==> src/inc/dual_fifo_pkg.sv <==
// Constants shared by the dual FIFO flag and configuration register bank.
// Assumes a 32-bit classic Wishbone bus; registers sit in the low 16 bits.
package dual_fifo_pkg;

  // Register byte offsets, one aligned word each
  localparam logic [5:0] OFS_STATUS   = 6'h00;
  localparam logic [5:0] OFS_DOWN_AE  = 6'h04;
  localparam logic [5:0] OFS_DOWN_AF  = 6'h08;
  localparam logic [5:0] OFS_UP_AE    = 6'h0C;
  localparam logic [5:0] OFS_UP_AF    = 6'h10;
  localparam logic [5:0] OFS_ROUTE    = 6'h14;
  localparam logic [5:0] OFS_CTRL     = 6'h18;
  localparam logic [5:0] OFS_GP_DATA  = 6'h1C;
  localparam logic [5:0] OFS_GP_DIR   = 6'h20;
  localparam logic [5:0] OFS_IRQ_STAT = 6'h24;
  localparam logic [5:0] OFS_IRQ_MASK = 6'h28;

  // Reset values
  localparam logic [9:0]  RST_OFFSET = 10'h000;
  localparam logic [15:0] RST_ROUTE  = 16'h6420;
  localparam logic [10:0] RST_CTRL   = 11'h000;
  localparam logic [5:0]  RST_GP     = 6'h00;
  localparam logic [7:0]  RST_MASK   = 8'h00;

  // General control field positions
  localparam int CTL_DS_STYLE  = 0;
  localparam int CTL_FULL_DEF  = 2;
  localparam int CTL_EMPTY_DEF = 3;
  localparam int CTL_REQ_POL   = 4;
  localparam int CTL_ACK_POL   = 5;
  localparam int CTL_TIMING_LO = 6;
  localparam int CTL_STROBE2   = 8;
  localparam int CTL_CLK_DIV   = 9;
  localparam int CTL_PERIPH    = 10;

  // Internal flag index, equal to the low three bits of a routing code
  localparam int FL_DE  = 0;
  localparam int FL_DAE = 1;
  localparam int FL_DF  = 2;
  localparam int FL_DAF = 3;
  localparam int FL_UE  = 4;
  localparam int FL_UAE = 5;
  localparam int FL_UF  = 6;
  localparam int FL_UAF = 7;

  // Status word bit positions
  localparam int ST_DMA_DIR = 3;
  localparam int ST_DE      = 4;
  localparam int ST_DAE     = 5;
  localparam int ST_UF      = 6;
  localparam int ST_UAF     = 7;
  localparam int ST_DF      = 12;
  localparam int ST_DAF     = 13;
  localparam int ST_UE      = 14;
  localparam int ST_UAE     = 15;

  // FIFO depth and timing base
  localparam logic [10:0] FIFO_DEPTH   = 11'h400;
  localparam logic [2:0]  REQ_ACK_BASE = 3'h2;
  localparam logic [1:0]  STROBE_BASE  = 2'h1;

endpackage : dual_fifo_pkg

==> src/core/dual_fifo_flag_config_regs.sv <==
// Flag generation, flag routing and configuration registers of a dual FIFO.
// Assumes fill counts and pointer-based counts come from the pointer logic
// on clk_i; general-purpose pins and the DMA request pin arrive asynchronously.
//
// Our own choices: the Wishbone slave port and the register offsets.
`timescale 1ns/1ps

// Overview of operation
// - Eight internal flags, four per direction, from its fill level.
// - Four 10-bit offset registers set thresholds; upper bits ignored.
// - Reset or software reset-all clears the four offsets to zero.
// - Empty and full lag their almost flags; never switch coincidently.
// - Each flag pin shows a flag picked by its 4-bit routing field.
// - Routing code low three bits select flag; top bit ignored.
// - Status word: DMA direction bit 3, flags in bits 4-7, 12-15.
// - Control bit 0 picks separate strobes or data strobe plus direction.
// - Control bit 2 picks read or reread pointer for downstream full.
// - Control bit 3 picks write or rewrite pointer for upstream empty.
// - Control bits 7-6 give 2 to 5 clocks request to acknowledge.
// - Control bit 8 sets strobe length of one or two clocks.
// - Control bit 9 divides the internal DMA clock by two.
// - Control bit 10 makes port control pins outputs in peripheral mode.
// - Control bits 4 and 5 set request and acknowledge pin polarity.
// - Flags follow fill count against zero, n, depth minus m, depth.
// - Direction bits make pins outputs; data bits drive or capture.
module dual_fifo_flag_config_regs
  import dual_fifo_pkg::*;
(
  input  wire logic        clk_i,
  input  wire logic        rst_i,
  input  wire logic        ce_i,
  input  wire logic        wb_cyc_i,
  input  wire logic        wb_stb_i,
  input  wire logic        wb_we_i,
  input  wire logic [5:2]  wb_adr_i,
  input  wire logic [3:0]  wb_sel_i,
  input  wire logic [31:0] wb_dat_i,
  output logic      [31:0] wb_dat_o,
  output logic             wb_ack_o,
  input  wire logic [10:0] down_fill_i,
  input  wire logic [10:0] down_fill_reread_i,
  input  wire logic [10:0] up_fill_i,
  input  wire logic [10:0] up_fill_rewrite_i,
  input  wire logic        dma_dir_i,
  input  wire logic        reset_all_i,
  input  wire logic        dma_req_pin_i,
  input  wire logic        dma_ack_int_i,
  output logic             dma_req_o,
  output logic             dma_ack_pin_o,
  input  wire logic [5:0]  gp_pin_i,
  output logic      [5:0]  gp_pin_o,
  output logic      [5:0]  gp_pin_oe_o,
  output logic             flag_pin_a_o,
  output logic             flag_pin_b_o,
  output logic             flag_pin_c_o,
  output logic             flag_pin_d_o,
  output logic             port2_ds_style_o,
  output logic             port2_ctrl_oe_o,
  output logic      [2:0]  req_ack_clocks_o,
  output logic      [1:0]  strobe_clocks_o,
  output logic             dma_tick_o,
  output logic             irq_o
);

  typedef struct packed {
    logic [9:0]  dae;
    logic [9:0]  daf;
    logic [9:0]  uae;
    logic [9:0]  uaf;
    logic [15:0] route;
    logic [10:0] ctrl;
    logic [5:0]  gp_data;
    logic [5:0]  gp_dir;
    logic [7:0]  irq_st;
    logic [7:0]  irq_mask;
    logic        irq;
    logic        ack;
    logic [15:0] rdata;
    logic [3:0]  cmp_ef;
    logic [7:0]  flags;
    logic [3:0]  pins;
    logic [6:0]  sync1;
    logic [6:0]  sync2;
    logic [6:0]  sync3;
    logic [6:0]  sync_val;
    logic        req;
    logic        ack_pin;
    logic        div;
    logic        tick;
    logic [2:0]  req_ack_clks;
    logic [1:0]  strobe_clks;
  } state_t;

  state_t s;
  state_t next_s;

  // Byte-lane merge of a 16-bit register; lanes 2 and 3 carry nothing
  function automatic logic [15:0] merge16(input logic [15:0] old_v,
                                          input logic [31:0] wr,
                                          input logic [3:0]  sel);
    merge16 = old_v;
    if (sel[0]) begin
      merge16[7:0] = wr[7:0];
    end
    if (sel[1]) begin
      merge16[15:8] = wr[15:8];
    end
  endfunction : merge16

  // Routing code to flag; the top code bit is a don't care
  function automatic logic route_sel(input logic [3:0] code,
                                     input logic [7:0] fl);
    route_sel = fl[code[2:0]];
  endfunction : route_sel

  logic [10:0] down_full_cnt;
  logic [10:0] up_empty_cnt;
  logic [15:0] status_word;
  logic [15:0] gp_read;
  logic        req_hit;
  logic        wr_now;
  logic        rd_now;
  logic [5:0]  byte_adr;
  logic [7:0]  rise;

  // Pointer pair used by the full and empty definitions
  always_comb begin
    down_full_cnt = s.ctrl[CTL_FULL_DEF] ? down_fill_reread_i
                                         : down_fill_i;
    up_empty_cnt  = s.ctrl[CTL_EMPTY_DEF] ? up_fill_rewrite_i
                                          : up_fill_i;
  end

  // Status and readback words; reserved bits stay zero
  always_comb begin
    status_word             = 16'h0000;
    status_word[ST_DMA_DIR] = dma_dir_i;
    status_word[ST_DE]      = s.flags[FL_DE];
    status_word[ST_DAE]     = s.flags[FL_DAE];
    status_word[ST_UF]      = s.flags[FL_UF];
    status_word[ST_UAF]     = s.flags[FL_UAF];
    status_word[ST_DF]      = s.flags[FL_DF];
    status_word[ST_DAF]     = s.flags[FL_DAF];
    status_word[ST_UE]      = s.flags[FL_UE];
    status_word[ST_UAE]     = s.flags[FL_UAE];
    // Inputs read the filtered pin, outputs read the latch
    gp_read = {10'h000, (s.gp_dir & s.gp_data) |
                        (~s.gp_dir & s.sync_val[5:0])};
  end

  // Bus decode; a write lands on the edge where the master sees ack
  always_comb begin
    byte_adr = {wb_adr_i, 2'b00};
    req_hit  = wb_cyc_i & wb_stb_i;
    wr_now   = req_hit & s.ack & wb_we_i;
    rd_now   = req_hit & s.ack & ~wb_we_i;
  end

  always_comb begin
    next_s = s;
    rise   = 8'h00;

    // Ack for one cycle per request, then drop
    next_s.ack = req_hit & ~s.ack;
    if (req_hit & ~s.ack) begin
      unique case (byte_adr)
        OFS_STATUS:   next_s.rdata = status_word;
        OFS_DOWN_AE:  next_s.rdata = {6'h00, s.dae};
        OFS_DOWN_AF:  next_s.rdata = {6'h00, s.daf};
        OFS_UP_AE:    next_s.rdata = {6'h00, s.uae};
        OFS_UP_AF:    next_s.rdata = {6'h00, s.uaf};
        OFS_ROUTE:    next_s.rdata = s.route;
        OFS_CTRL:     next_s.rdata = {5'h00, s.ctrl};
        OFS_GP_DATA:  next_s.rdata = gp_read;
        OFS_GP_DIR:   next_s.rdata = {10'h000, s.gp_dir};
        OFS_IRQ_STAT: next_s.rdata = {8'h00, s.irq_st};
        OFS_IRQ_MASK: next_s.rdata = {8'h00, s.irq_mask};
        default:      next_s.rdata = 16'h0000; // Unmapped reads zero
      endcase
    end

    // Register writes; bits above a field are dropped
    if (wr_now) begin
      unique case (byte_adr)
        OFS_DOWN_AE:  next_s.dae = 10'(merge16({6'h00, s.dae},
                                               wb_dat_i, wb_sel_i));
        OFS_DOWN_AF:  next_s.daf = 10'(merge16({6'h00, s.daf},
                                               wb_dat_i, wb_sel_i));
        OFS_UP_AE:    next_s.uae = 10'(merge16({6'h00, s.uae},
                                               wb_dat_i, wb_sel_i));
        OFS_UP_AF:    next_s.uaf = 10'(merge16({6'h00, s.uaf},
                                               wb_dat_i, wb_sel_i));
        OFS_ROUTE:    next_s.route = merge16(s.route, wb_dat_i, wb_sel_i);
        OFS_CTRL:     next_s.ctrl = 11'(merge16({5'h00, s.ctrl},
                                                wb_dat_i, wb_sel_i));
        OFS_GP_DATA:  next_s.gp_data = 6'(merge16({10'h000, s.gp_data},
                                                  wb_dat_i, wb_sel_i));
        OFS_GP_DIR:   next_s.gp_dir = 6'(merge16({10'h000, s.gp_dir},
                                                 wb_dat_i, wb_sel_i));
        OFS_IRQ_MASK: next_s.irq_mask = 8'(merge16({8'h00, s.irq_mask},
                                                   wb_dat_i, wb_sel_i));
        default:      next_s.route = s.route; // Writes elsewhere ignored
      endcase
    end
    // Unused control bit 1 holds zero whatever was written
    next_s.ctrl[1] = 1'b0;

    // Software reset-all returns every configuration register but the interrupt mask to default
    if (reset_all_i) begin
      next_s.dae     = RST_OFFSET;
      next_s.daf     = RST_OFFSET;
      next_s.uae     = RST_OFFSET;
      next_s.uaf     = RST_OFFSET;
      next_s.route   = RST_ROUTE;
      next_s.ctrl    = RST_CTRL;
      next_s.gp_data = RST_GP;
      next_s.gp_dir  = RST_GP;
    end

    // Almost flags straight from the count; bit 9 is compared as written
    next_s.flags[FL_DAE] = down_fill_i <= {1'b0, s.dae};
    next_s.flags[FL_DAF] = down_fill_i >= (FIFO_DEPTH - {1'b0, s.daf});
    next_s.flags[FL_UAE] = up_fill_i <= {1'b0, s.uae};
    next_s.flags[FL_UAF] = up_fill_i >= (FIFO_DEPTH - {1'b0, s.uaf});

    // Empty and full go through one more stage so they never coincide
    next_s.cmp_ef = {up_fill_i == FIFO_DEPTH,
                     up_empty_cnt == 11'h000,
                     down_full_cnt == FIFO_DEPTH,
                     down_fill_i == 11'h000};
    next_s.flags[FL_DE] = s.cmp_ef[0];
    next_s.flags[FL_DF] = s.cmp_ef[1];
    next_s.flags[FL_UE] = s.cmp_ef[2];
    next_s.flags[FL_UF] = s.cmp_ef[3];

    // Flag pins, one routing nibble each, A in the low nibble
    for (int i = 0; i < 4; i++) begin
      next_s.pins[i] = route_sel(s.route[4*i +: 4], s.flags);
    end

    // Rising flags are events; a clearing read loses to a new event
    rise = next_s.flags & ~s.flags;
    if (rd_now && byte_adr == OFS_IRQ_STAT) begin
      next_s.irq_st = rise;
    end else begin
      next_s.irq_st = s.irq_st | rise;
    end
    next_s.irq = |(next_s.irq_st & next_s.irq_mask);

    // Events of the taking cycle land before the clear, so report them too
    if (req_hit && !s.ack && byte_adr == OFS_IRQ_STAT) begin
      next_s.rdata = {8'h00, s.irq_st | rise};
    end

    // Pin filter: a bit moves only once stages two and three agree
    next_s.sync1    = {dma_req_pin_i, gp_pin_i};
    next_s.sync2    = s.sync1;
    next_s.sync3    = s.sync2;
    next_s.sync_val = (s.sync2 & ~(s.sync2 ^ s.sync3)) |
                      (s.sync_val & (s.sync2 ^ s.sync3));

    // Pin polarity, request active low when set, ack active high when set
    next_s.req     = s.sync_val[6] ^ s.ctrl[CTL_REQ_POL];
    next_s.ack_pin = dma_ack_int_i ^ ~s.ctrl[CTL_ACK_POL];

    // Internal DMA clock enable, every clock or every other one
    next_s.div  = ~s.div;
    next_s.tick = ~s.ctrl[CTL_CLK_DIV] | s.div;

    // Sequencer timing counts decoded from the control word
    next_s.req_ack_clks = REQ_ACK_BASE +
                          {1'b0, s.ctrl[CTL_TIMING_LO +: 2]};
    next_s.strobe_clks  = STROBE_BASE +
                          {1'b0, s.ctrl[CTL_STROBE2]};
  end

  // Reset ignores the clock enable so the bank always comes up defined
  always_ff @(posedge clk_i) begin
    if (rst_i) begin
      s          <= '0;
      s.dae      <= RST_OFFSET;
      s.daf      <= RST_OFFSET;
      s.uae      <= RST_OFFSET;
      s.uaf      <= RST_OFFSET;
      s.route    <= RST_ROUTE;
      s.ctrl     <= RST_CTRL;
      s.gp_data  <= RST_GP;
      s.gp_dir   <= RST_GP;
      s.irq_mask <= RST_MASK;
    end else if (ce_i) begin
      s <= next_s;
    end
  end

  // Outputs, each a flop of the state
  assign wb_dat_o         = {16'h0000, s.rdata};
  assign wb_ack_o         = s.ack;
  assign dma_req_o        = s.req;
  assign dma_ack_pin_o    = s.ack_pin;
  assign gp_pin_o         = s.gp_data;
  assign gp_pin_oe_o      = s.gp_dir;
  assign flag_pin_a_o     = s.pins[0];
  assign flag_pin_b_o     = s.pins[1];
  assign flag_pin_c_o     = s.pins[2];
  assign flag_pin_d_o     = s.pins[3];
  assign port2_ds_style_o = s.ctrl[CTL_DS_STYLE];
  assign port2_ctrl_oe_o  = s.ctrl[CTL_PERIPH];
  assign req_ack_clocks_o = s.req_ack_clks;
  assign strobe_clocks_o  = s.strobe_clks;
  assign dma_tick_o       = s.tick;
  assign irq_o            = s.irq;

  // Checks on the bank's own behaviour
  a_ack_single_pulse: assert property (@(posedge clk_i) disable iff (rst_i)
    (wb_ack_o && ce_i) |=> !wb_ack_o)
    else $error("ack held longer than one cycle");
  a_ack_has_cause: assert property (@(posedge clk_i) disable iff (rst_i)
    $rose(wb_ack_o) |-> $past(wb_cyc_i && wb_stb_i && ce_i))
    else $error("ack without a request");
  a_offsets_reset: assert property (@(posedge clk_i)
    $past(rst_i) |-> (s.dae == 10'h000 && s.uaf == 10'h000 &&
                      s.route == RST_ROUTE))
    else $error("offsets not cleared by reset");
  a_empty_lags_cmp: assert property (@(posedge clk_i)
    disable iff (rst_i)
    ($past(ce_i) && $past(ce_i, 2) && !$past(rst_i, 2)) |->
      s.flags[FL_DE] == $past(down_fill_i == 11'h000, 2))
    else $error("empty flag timing wrong");
  a_almost_empty_cnt: assert property (@(posedge clk_i)
    disable iff (rst_i)
    ($past(ce_i) && !$past(rst_i)) |-> s.flags[FL_DAE] ==
      ($past(down_fill_i) <= {1'b0, $past(s.dae)}))
    else $error("almost-empty threshold wrong");
  a_pin_a_route: assert property (@(posedge clk_i) disable iff (rst_i)
    ($past(ce_i) && !$past(rst_i)) |-> flag_pin_a_o ==
      $past(s.flags[s.route[2:0]]))
    else $error("flag pin A routing wrong");
  a_pin_d_route: assert property (@(posedge clk_i) disable iff (rst_i)
    ($past(ce_i) && !$past(rst_i)) |-> flag_pin_d_o ==
      $past(s.flags[s.route[14:12]]))
    else $error("flag pin D routing wrong");
  a_status_dir_bit: assert property (@(posedge clk_i)
    disable iff (rst_i)
    ($rose(wb_ack_o) && $past(byte_adr == OFS_STATUS && !wb_we_i)) |->
      (wb_dat_o[ST_DMA_DIR] == $past(dma_dir_i) &&
       wb_dat_o[ST_UE] == $past(s.flags[FL_UE]) && wb_dat_o[2:0] == 3'h0))
    else $error("status word layout wrong");
  a_ack_polarity: assert property (@(posedge clk_i) disable iff (rst_i)
    ($past(ce_i) && !$past(rst_i)) |-> dma_ack_pin_o ==
      ($past(dma_ack_int_i) ^ !$past(s.ctrl[CTL_ACK_POL])))
    else $error("ack pin polarity wrong");
  a_full_def_sel: assert property (@(posedge clk_i) disable iff (rst_i)
    ($past(ce_i) && $past(s.ctrl[CTL_FULL_DEF])) |->
      s.cmp_ef[1] == ($past(down_fill_reread_i) == FIFO_DEPTH))
    else $error("full definition select wrong");
  a_irq_read_clear: assert property (@(posedge clk_i) disable iff (rst_i)
    ($past(rd_now && byte_adr == OFS_IRQ_STAT && ce_i) &&
     $past(next_s.flags == s.flags)) |-> s.irq_st == 8'h00)
    else $error("interrupt status not cleared by read");
  a_irq_event_set: assert property (@(posedge clk_i) disable iff (rst_i)
    $past(ce_i && !rst_i) |-> ((s.irq_st & $past(rise)) == $past(rise)))
    else $error("flag event did not set interrupt status");
  a_pin_filter: assert property (@(posedge clk_i) disable iff (rst_i)
    ($past(ce_i) && !$past(rst_i) && $past(s.sync2 == s.sync3)) |->
      s.sync_val == $past(s.sync2))
    else $error("pin filter did not follow agreeing stages");
  a_tick_full: assert property (@(posedge clk_i) disable iff (rst_i)
    ($past(ce_i) && !$past(rst_i) && !$past(s.ctrl[CTL_CLK_DIV])) |->
      dma_tick_o)
    else $error("DMA tick missing while undivided");

endmodule : dual_fifo_flag_config_regs

==> config.mk <==
export PLATFORM = sky130hd
export DESIGN_NAME = dual_fifo_flag_config_regs
export DESIGN_NICKNAME = d
export VERILOG_FILES = /design/src/inc/dual_fifo_pkg.sv /design/src/core/dual_fifo_flag_config_regs.sv
export SDC_FILE = /design/constraint.sdc
export NUM_CORES = 1
export LEC_CHECK = 0
export ABC_CLOCK_PERIOD_IN_PS = 2800
export BUFFER_PORTS_ARGS = -buffer_cell sky130_fd_sc_hd__buf_2
export CORE_UTILIZATION = 51
export DETAILED_ROUTE_END_ITERATION = 6
export PLACE_DENSITY = 0.81
export SYNTH_ARGS = -nofsm -noshare
export SYNTH_HDL_FRONTEND = slang
export SYNTH_SLANG_ARGS = --single-unit
export TNS_END_PERCENT = 50
==> constraint.sdc <==
create_clock -name clk_i -period 2.8 [get_ports clk_i]
set_input_delay 0.56 -clock clk_i [delete_from_list [all_inputs] [get_ports clk_i]]
set_output_delay 0.56 -clock clk_i [all_outputs]
set_load 0.03 [all_outputs]
==> qor.txt, run 1 <==
RSZ-0062 raised after global routing - yes
FF-to-FF setup slack - 0.02 ns
period utilization - 0.992
fin area - 0.0107 mm^2
Top Ports - 160
Setup crit start kind - flop
hold path cells - 3
pwr dens - 493 mW/mm^2
1st-iter DRT viols - 759
status - completed
Ys Warns - 0
via count - 8,633
Max IR drop VDD - 0.000472 V
Chip Width - 137 um
CP max FO - 3
worst path cell trace - nor4_4 > nand2_1 > nor4_2 > xor2_1 > ha_1 > a2111o_1 > a21oi_2 > a211oi_2 > a2111oi_2 > a41oi_1
core area - 0.0175 mm^2
final worst path period need - 2.78 ns
antenna-violating nets left - 0
Setup-failing EPs final - 0
initial antenna violation count - 2
per-cell routed wire length - 19.9 um
total design power - 5290 uW
Worst path max stage delay - 0.43 ns
Arrival @ worst endpoint - 3.08 ns
Vias/cell - 6.06
clk_lat worst skew - 0.44 ns
Layout area overhead - 15.8%
first-pass GRT wire length - 42.8 mm
Max Freq - 0.360 GHz
Layout Skew - 0.00932 ns
FF-to-FF End - irq_o
TNS Setup - 0 ns
Placer Congestion - 0.998
Root Driver - clkbuf_16
clock tree buffer depth - 2
chip height - 137 um
# Max-Cap Violations - 0
reg2reg path depth - 10
fin util - 0.612
Post-CTS Setup Bufs - 0
DP Cell Count - 1,391
Critical path buffers and inverters - 0
Inserted Clock Buffers - 17
Setup CP Type - reg2reg
Final nets - 1,329
H-tree depth - 4
instance area at placement - 0.0101 mm^2
port buffer count - 125
LEAKAGE - 0.00443 uW
CTS tree - built
family with the most delay on the worst path - compound AO/OA/AOI/OAI gates
Relative slew margins - 0.357
Hold EP - next_s[27]
RR Startpoint - s[128]
Crit path required time - 3.10 ns
row count - 48
EDFF count, synth - 0
Finished Layout Cells - 1,425
count of unique library cells instantiated by Yosys - 68
final hold viol count - 0
share of cells above drive strength 1 - 0.217
hold wc startpoint - gp_pin_i[4]
largest net degree at the start of global routing - 100
slew of the pin with the lowest slew margin - 0.957 ns
FF+latch count, synth - 165
drt pass-1 iters - 6
Min-Delay Path Class - in2reg
total gr overflow - 0
Post-synth ARST share - 0
final-layout fill cell count - 1,510
Sink Count - 165
routed wire length - 28.3 mm
Slew Viols, Final - 0
mapped cell area - 0.00927 mm^2
slowest CP cell - a2111o_1
crit end category - flop
Post-Syn Instances - 1,079
DIE AREA - 0.0187 mm^2
starting density of the core - 0.528
Avg Inst Size Synth - 8.59 um^2
gr usage total - 0.306
DRC Markers - 0
post-synthesis sequential area ratio - 0.357
CTS clk-pin slew, worst paths - 0.07 ns
hpwl dp - 21.0 mm
vias in the first global route - 7,792
most common flop cell mapped by yosys - dfxtp_1
[kinds of logic (layout without fill, tap and decap cells)]
kind of cell | after synthesis | count (layout) | share of synthesized area
AND/OR/NAND/NOR | 359 | 359 | 0.189
AO/OA/AOI/OAI | 234 | 234 | 0.163
flip-flops | 165 | 165 | 0.357
buffers and inverters | 145 | 249 | 0.0809
multiplexers | 114 | 114 | 0.135
adder cells (fa/ha/maj) | 44 | 44 | 0.0594
XOR/XNOR | 17 | 17 | 0.0161
other | 1 | 18 | 0.000405
[state kept, by name, summed over array words and instances (netlist names), named ones only]
name,cells
dma_ack_pin_o,1
dma_req_o,1
dma_tick_o,1
flag_pin_a_o,1
flag_pin_b_o,1
flag_pin_c_o,1
flag_pin_d_o,1
gp_pin_o,6
gp_pin_oe_o,6
irq_o,1
next_s,18
port2_ctrl_oe_o,1
port2_ds_style_o,1
req_ack_clocks_o,3
s,96
strobe_clocks_o,2
wb_ack_o,1
wb_dat_o,16
[cells in the mapped netlist, types with 3 or more instances]
master    count  area [um^2]
o21ai_1       3         15.0
nor4_1       14         87.6
buf_1         4         15.0
nand2b_1      6         37.5
mux2_2        8         90.1
and2_1       16          100
nor2_1      175          657
inv_1        33          124
a22oi_1      28          210
nor2b_1       8         50.1
nor4b_2       3         45.0
mux4_2        8          180
nand3_1      22          110
buf_4        53          398
xor2_1       10         87.6
buf_2         5         25.0
and4bb_2      3         37.5
nor4b_1       5         43.8
a211oi_1     14          105
xnor2_1       7         61.3
a21oi_1      72          360
a22o_1        4         35.0
nor3_1       16         80.1
a31oi_1       5         31.3
a32o_1        3         30.0
dfxtp_1     165         3300
o21ai_0      48          240
ha_1         44          551
a311oi_1     10         87.6
nand4_1       6         37.5
nand3b_1      6         45.0
nor3b_1       4         30.0
a32oi_1       4         35.0
a221oi_1      8         70.1
mux2i_1      98          981
o31ai_1       3         22.5
clkbuf_1     49          184
and3_1        3         18.8
nor2_2        5         31.3
nand2_1      51          191
a21o_1       10         75.1
[cell usage in the layout (no fill, tap or decap), types with 28 or more instances in the layout]
master / n
a21oi_1: 71
a22oi_1: 28
buf_2: 123
buf_4: 58
dfxtp_1: 165
ha_1: 44
inv_1: 33
mux2i_1: 98
nand2_1: 51
nor2_1: 175
o21ai_0: 48
[worst max path at each step]
stage,from,to,cells past startpoint
floorplan,s[128],irq_o,10
global placement,s[128],irq_o,10
detailed placement,s[128],irq_o,10
CTS,s[128],irq_o,10
global route,s[128],irq_o,10
finish,s[128],irq_o,10
[routing by layer]
| layer | track usage | up-vias | part of all wire |
|---|---|---|---|
| li1 | - | 4029 | - |
| met1 | 0.399 | 4060 | 0.41 |
| met2 | 0.475 | 465 | 0.45 |
| met3 | 0.0719 | 79 | 0.10 |
| met4 | 0.147 | 0 | 0.040 |
| met5 | 0 | - | 0 |
[stage by stage]
stage                     hold WS, ns  worst slack, ns
after floorplan                 0.432           0.0405
after global placement          0.439          -0.0932
after detailed placement        0.447           -0.190
after CTS                       0.351           0.0119
after global routing            0.366           -0.183
final                           0.358           0.0218
[what timing repair did]
item | 4_1_cts | 5_1_grt
hold buffers | 0 | 0
resized for setup | 6 | 6
pin swaps | 1 | 1
setup endpoints to repair | 1 | 5
hold endpoints to repair | 0 | 0
[worst register-to-register path: stages, from the launching register on]
cell and delay, ns:
dfxtp_1 0.34, nor4_4 0.29, nand2_1 0.12, nor4_2 0.18, xor2_1 0.22, ha_1 0.27, a2111o_1 0.43, a21oi_2 0.15
a211oi_2 0.12, a2111oi_2 0.38, a41oi_1 0.15
[power by group]
part / internal [uW] / leakage [uW] / switching [uW]
registers: 2390 / 0.00134 / 44.4
logic: 212 / 0.00282 / 360
clock network: 1240 / 0.000277 / 1040
total: 3850 / 0.00443 / 1450
[layout make-up]
cell class / instances / area, um^2 / share of cell area
well taps: 225 / 282 / 0.0262
flip-flops and latches: 165 / 3300 / 0.308
multi-input cells: 784 / 5350 / 0.498
inverters: 34 / 128 / 0.0119
diodes: 2 / 5.00 / 0.000466
clock buffers: 17 / 425 / 0.0397
repair buffers: 183 / 1090 / 0.102
clock inverters: 15 / 150 / 0.0140
No activity file was read; power rests on OpenSTA's default activity.
==> inputs of run 2 (changes only) <==
ABC_CLOCK_PERIOD_IN_PS = 2900   (was 2800)
CORE_UTILIZATION = 57   (was 51)
PLACE_DENSITY = 0.85   (was 0.81)
clock period = 2.9 ns   (was 2.8 ns; I/O delays follow)
==> qor.txt, run 2 (synthesis gave the netlist of run 1 again) <==
slew of the pin with the lowest slew margin - 0.920 ns (was 0.957 ns)
final worst path period need - 2.81 ns (was 2.78 ns)
Sink Count - 165 (unchanged)
hold wc startpoint - gp_pin_i[4] (unchanged)
Slew Viols, Final - 0 (unchanged)
row count - 46 (was 48)
Final nets - 1,327 (was 1,329)
Arrival @ worst endpoint - 3.14 ns (was 3.08 ns)
final-layout fill cell count - 1,276 (was 1,510)
Largest Register - s (unchanged)
CTS tree - built (unchanged)
per-cell routed wire length - 20.1 um (was 19.9 um)
Relative slew margins - 0.383 (was 0.357)
hold_buf cts - 0 (unchanged)
CP max FO - 4 (was 3)
Min-Delay Path Class - in2reg (unchanged)
Hold EP - next_s[27] (unchanged)
chip height - 129 um (was 137 um)
clock tree buffer depth - 2 (unchanged)
antenna-violating nets left - 0 (unchanged)
Vias/cell - 6.16 (was 6.06)
period utilization - 0.970 (was 0.992)
Max Freq - 0.356 GHz (was 0.360 GHz)
total gr overflow - 0 (unchanged)
# Max-Cap Violations - 0 (unchanged)
RR Startpoint - s[151] (was s[128])
hold path cells - 3 (unchanged)
largest net degree at the start of global routing - 64 (was 100)
Layout area overhead - 16.0% (was 15.8%)
DIE AREA - 0.0168 mm^2 (was 0.0187 mm^2)
first-pass GRT wire length - 43.3 mm (was 42.8 mm)
FF-to-FF setup slack - 0.09 ns (was 0.02 ns)
hpwl dp - 21.1 mm (was 21.0 mm)
port buffer count - 125 (unchanged)
crit path launch - s[151] (was s[128])
Inserted Clock Buffers - 17 (unchanged)
Chip Width - 129 um (was 137 um)
Worst path max stage delay - 0.36 ns (was 0.43 ns)
max reg flops - 96 (unchanged)
commonest non-fill, non-tap cell in the layout - nor2_1 (unchanged)
CTS clk-pin slew, worst paths - 0.07 ns (about the same)
Root Driver - clkbuf_16 (unchanged)
Layout Skew - 0.00935 ns (was 0.00932 ns)
drt pass-1 iters - 5 (was 6)
vias in the first global route - 7,992 (was 7,792)
status - completed (unchanged)
clk_lat worst skew - 0.43 ns (was 0.44 ns)
worst path cell trace - nor4_4 > buf_4 > nand2_2 > nor4_2 > xor2_1 > ha_1 > nand2_1 > o21ai_0 > a21oi_2 > o21ai_1 > buf_4 > o21ai_2 > a311oi_1 (was nor4_4 > nand2_1 > nor4_2 > xor2_1 > ha_1 > a2111o_1 > a21oi_2 > a211oi_2 > a2111oi_2 > a41oi_1)
Setup crit start kind - flop (unchanged)
crit end category - flop (unchanged)
Crit path required time - 3.23 ns (was 3.10 ns)
share of cells above drive strength 1 - 0.219 (was 0.217)
Setup CP Type - reg2reg (unchanged)
1st-iter DRT viols - 789 (was 759)
initial antenna violation count - 0 (was 2)
Setup-failing EPs final - 0 (unchanged)
final hold viol count - 0 (unchanged)
via count - 8,701 (was 8,633)
Top Ports - 160 (unchanged)
Max IR drop VDD - 0.000379 V (was 0.000472 V)
pwr dens - 477 mW/mm^2 (was 493 mW/mm^2)
commonest non-fill, non-tap cells in the layout - nor2_1, dfxtp_1, buf_2, mux2i_1, a21oi_1 (unchanged)
H-tree depth - 4 (unchanged)
starting density of the core - 0.583 (was 0.528)
DRC Markers - 0 (unchanged)
core area - 0.0159 mm^2 (was 0.0175 mm^2)
gr usage total - 0.342 (was 0.306)
LEAKAGE - 0.00444 uW (was 0.00443 uW)
Placer Congestion - 1.00 (was 0.998)
slowest CP cell - dfxtp_4 (was a2111o_1)
FF-to-FF End - wb_dat_o[3] (was irq_o)
cell mode on critical path - buf_4
hold_ws - 0.384 ns (was 0.358 ns)
reg2reg path depth - 13 (was 10)
routed wire length - 28.4 mm (was 28.3 mm)
TNS Setup - 0 ns (unchanged)
## run 2: layout make-up
type	instances	area, um^2	share of cell area
antenna	1	2.50	0.000233
clock buffer	20	457	0.0425
clock inverter	11	115	0.0107
inverter	34	128	0.0119
multi-input combinational	784	5380	0.501
sequential	165	3310	0.308
tap	216	270	0.0251
timing repair buffer	181	1090	0.101
## run 2: repair_timing
action	4_1_cts	5_1_grt
pin swaps	2	6
buffers inserted	0	1
setup endpoints to repair	2	3
gates cloned	0	0
gates resized for setup	4	20
endpoints found under the hold margin	0	0
## run 2: metal layers
metal  global-route usage  routed length, um  up-vias
met5                    0                  0        -
met4                0.163               1030        0
met3               0.0607               2610       66
met2                0.560              13000      484
met1                0.438              11700     4131
li1                     -                  -     4020
## run 2: worst max path at each step
stage,to,slack (ns),cells past startpoint
6_report,wb_dat_o[3],0.09,13
5_1_grt,wb_dat_o[3],-0.08,13
4_1_cts,irq_o,0.004,10
3_5_place_dp,irq_o,-0.14,10
3_3_place_gp,irq_o,-0.03,10
2_1_floorplan,irq_o,0.14,10
## run 2: power breakdown
part	internal (uW)	total, uW	switching, uW
registers	2310	2350	41.6
logic	209	563	354
clock network	1250	2210	967
total	3760	5120	1360
## run 2: stage by stage
step | instance area [um^2] | setup slack [ns] | std cells | utilization | total power, uW
finish | 10800 | 0.0882 | 1412 | 0.677 | 5120
global route | 10700 | -0.0775 | 1411 | 0.677 | 5280
CTS | 10700 | 0.00361 | 1410 | 0.671 | 5130
detailed placement | 10100 | -0.137 | 1379 | 0.633 | 2940
global placement | 10100 | -0.0250 | 1379 | 0.633 | 2920
floorplan | 9320 | 0.140 | 1094 | - | 2760
## run 2: critical path: cells and delay by family, from the launching register on
| family | cells | cell delay (ns) |
|---|---|---|
| buffers and inverters | 2 | 0.35 |
| XOR/XNOR | 1 | 0.11 |
| adder cells (fa/ha/maj) | 1 | 0.32 |
| AND/OR/NAND/NOR | 4 | 0.76 |
| flip-flops | 1 | 0.36 |
| AO/OA/AOI/OAI | 5 | 0.82 |
==> inputs of run 3 (changes only) <==
ABC_CLOCK_PERIOD_IN_PS = 3360   (was 2900)
CORE_UTILIZATION = 60   (was 57)
PLACE_DENSITY = 0.89   (was 0.85)
clock period = 3.36 ns   (was 2.9 ns; I/O delays follow)
==> qor.txt, run 3 (synthesis gave the netlist of run 1 again) <==
clock tree buffer depth - 2 (unchanged)
Final nets - 1,301 (was 1,327)
initial antenna violation count - 1 (was 0)
Setup-failing EPs final - 0 (unchanged)
pwr dens - 428 mW/mm^2 (was 477 mW/mm^2)
Layout area overhead - 12.4% (was 16.0%)
CP max FO - 6 (was 4)
DIE AREA - 0.0159 mm^2 (was 0.0168 mm^2)
total gr overflow - 0 (unchanged)
slew of the pin with the lowest slew margin - 0.819 ns (was 0.920 ns)
Crit path required time - 3.66 ns (was 3.23 ns)
reg2reg path depth - 10 (was 13)
starting density of the core - 0.612 (was 0.583)
CTS tree - built (unchanged)
clk_lat worst skew - 0.43 ns (about the same)
status - completed (unchanged)
# Max-Cap Violations - 0 (unchanged)
PostCTS Resize Cnt - 0 (was 4)
Inserted Clock Buffers - 17 (unchanged)
Placer Congestion - 0.980 (was 1.00)
final hold viol count - 0 (unchanged)
DRC Markers - 0 (unchanged)
RR Startpoint - s[128] (was s[151])
Top Ports - 160 (unchanged)
H-tree depth - 4 (unchanged)
via count - 8,763 (was 8,701)
commonest non-fill, non-tap cells in the layout - nor2_1, dfxtp_1, buf_2, mux2i_1, a21oi_1 (unchanged)
share of cells above drive strength 1 - 0.190 (was 0.219)
Setup crit start kind - flop (unchanged)
largest net degree at the start of global routing - 64 (unchanged)
period utilization - 0.942 (was 0.970)
Min-Delay Path Class - reg2reg (was in2reg)
per-cell routed wire length - 20.7 um (was 20.1 um)
routed wire length - 28.1 mm (was 28.4 mm)
row count - 45 (was 46)
total design power - 4450 uW (was 5120 uW)
max reg flops - 96 (unchanged)
Chip Width - 126 um (was 129 um)
final-layout fill cell count - 1,200 (was 1,276)
Setup CP Type - reg2reg (unchanged)
1st-iter DRT viols - 1,131 (was 789)
Layout Skew - 0.00606 ns (was 0.00935 ns)
Slew Viols, Final - 0 (unchanged)
drt pass-1 iters - 7 (was 5)
core area - 0.0151 mm^2 (was 0.0159 mm^2)
final worst path period need - 3.17 ns (was 2.81 ns)
RSZ-0062 raised after global routing - no
gr usage total - 0.350 (was 0.342)
hold_buf cts - 0 (unchanged)
Relative slew margins - 0.451 (was 0.383)
TNS Setup - 0 ns (unchanged)
vias in the first global route - 7,837 (was 7,992)
FF-to-FF setup slack - 0.19 ns (was 0.09 ns)
CTS clk-pin slew, worst paths - 0.06 ns (was 0.07 ns)
port buffer count - 125 (unchanged)
first-pass GRT wire length - 42.6 mm (was 43.3 mm)
LEAKAGE - 0.00427 uW (was 0.00444 uW)
Worst Setup EP - irq_o (was wb_dat_o[3])
Root Driver - clkbuf_16 (unchanged)
FF-to-FF End - irq_o (was wb_dat_o[3])
antenna-violating nets left - 0 (unchanged)
crit end category - flop (unchanged)
Max Freq - 0.316 GHz (was 0.356 GHz)
hpwl dp - 20.6 mm (was 21.1 mm)
Post-CTS Setup Bufs - 0 (unchanged)
chip height - 126 um (was 129 um)
Arrival @ worst endpoint - 3.46 ns (was 3.14 ns)
Largest Register - s (unchanged)
commonest non-fill, non-tap cell in the layout - nor2_1 (unchanged)
instance area at placement - 0.00981 mm^2 (was 0.0101 mm^2)
Sink Count - 165 (unchanged)
Max IR drop VDD - 0.000420 V (was 0.000379 V)
Vias/cell - 6.45 (was 6.16)
fin area - 0.0104 mm^2 (was 0.0108 mm^2)
crit path launch - s[128] (was s[151])
[run 3: worst min path at each step]
stage	start	to	slack, ns	depth (start not counted)
2_1_floorplan	s[121]	s[121]	0.43	2
3_3_place_gp	wb_dat_o[11]	wb_dat_o[11]	0.44	2
3_5_place_dp	wb_dat_o[11]	wb_dat_o[11]	0.45	2
4_1_cts	wb_dat_o[11]	wb_dat_o[11]	0.45	2
5_1_grt	gp_pin_i[5]	next_s[28]	0.48	3
6_report	wb_dat_o[11]	wb_dat_o[11]	0.45	2
[run 3: metrics by stage]
stage	cells	worst slack, ns	hold slack (ns)	utilization
after CTS	1358	0.0681	0.454	0.687
after floorplan	1094	0.600	0.432	-
after global placement	1326	0.234	0.436	0.648
after detailed placement	1326	0.133	0.445	0.648
after global routing	1358	0.00405	0.478	0.687
final	1359	0.195	0.451	0.687
[run 3: layout make-up]
class	count	area, um^2	share of cell area
multi-input cells	784	5290	0.508
flip-flops and latches	165	3300	0.317
repair buffers	155	866	0.0832
clock buffers	19	443	0.0425
well taps	188	235	0.0226
clock inverters	13	148	0.0142
inverters	34	128	0.0123
diodes	1	2.50	0.000240
[run 3: critical path, stage by stage, from the launching register on]
cell and delay, ns:
dfxtp_1 0.39, nor4_2 0.41, nand2_1 0.13, nor4_1 0.24, xor2_1 0.19, ha_1 0.26
a2111o_1 0.40, a21oi_1 0.17, a211oi_1 0.17, a2111oi_0 0.49, a41oi_1 0.17
[run 3: power breakdown]
| part | switching, uW | internal, uW | leakage, uW |
|---|---|---|---|
| logic | 299 | 166 | 0.00266 |
| clock network | 835 | 1120 | 0.000277 |
| registers | 36.1 | 1990 | 0.00134 |
[run 3: metal layers]
metal	global-route usage	up-vias	routed length, um
met5	0	-	0
met4	0.177	0	1300
met3	0.0816	114	2920
met2	0.551	559	12600
met1	0.451	4109	11300
li1	-	3981	-
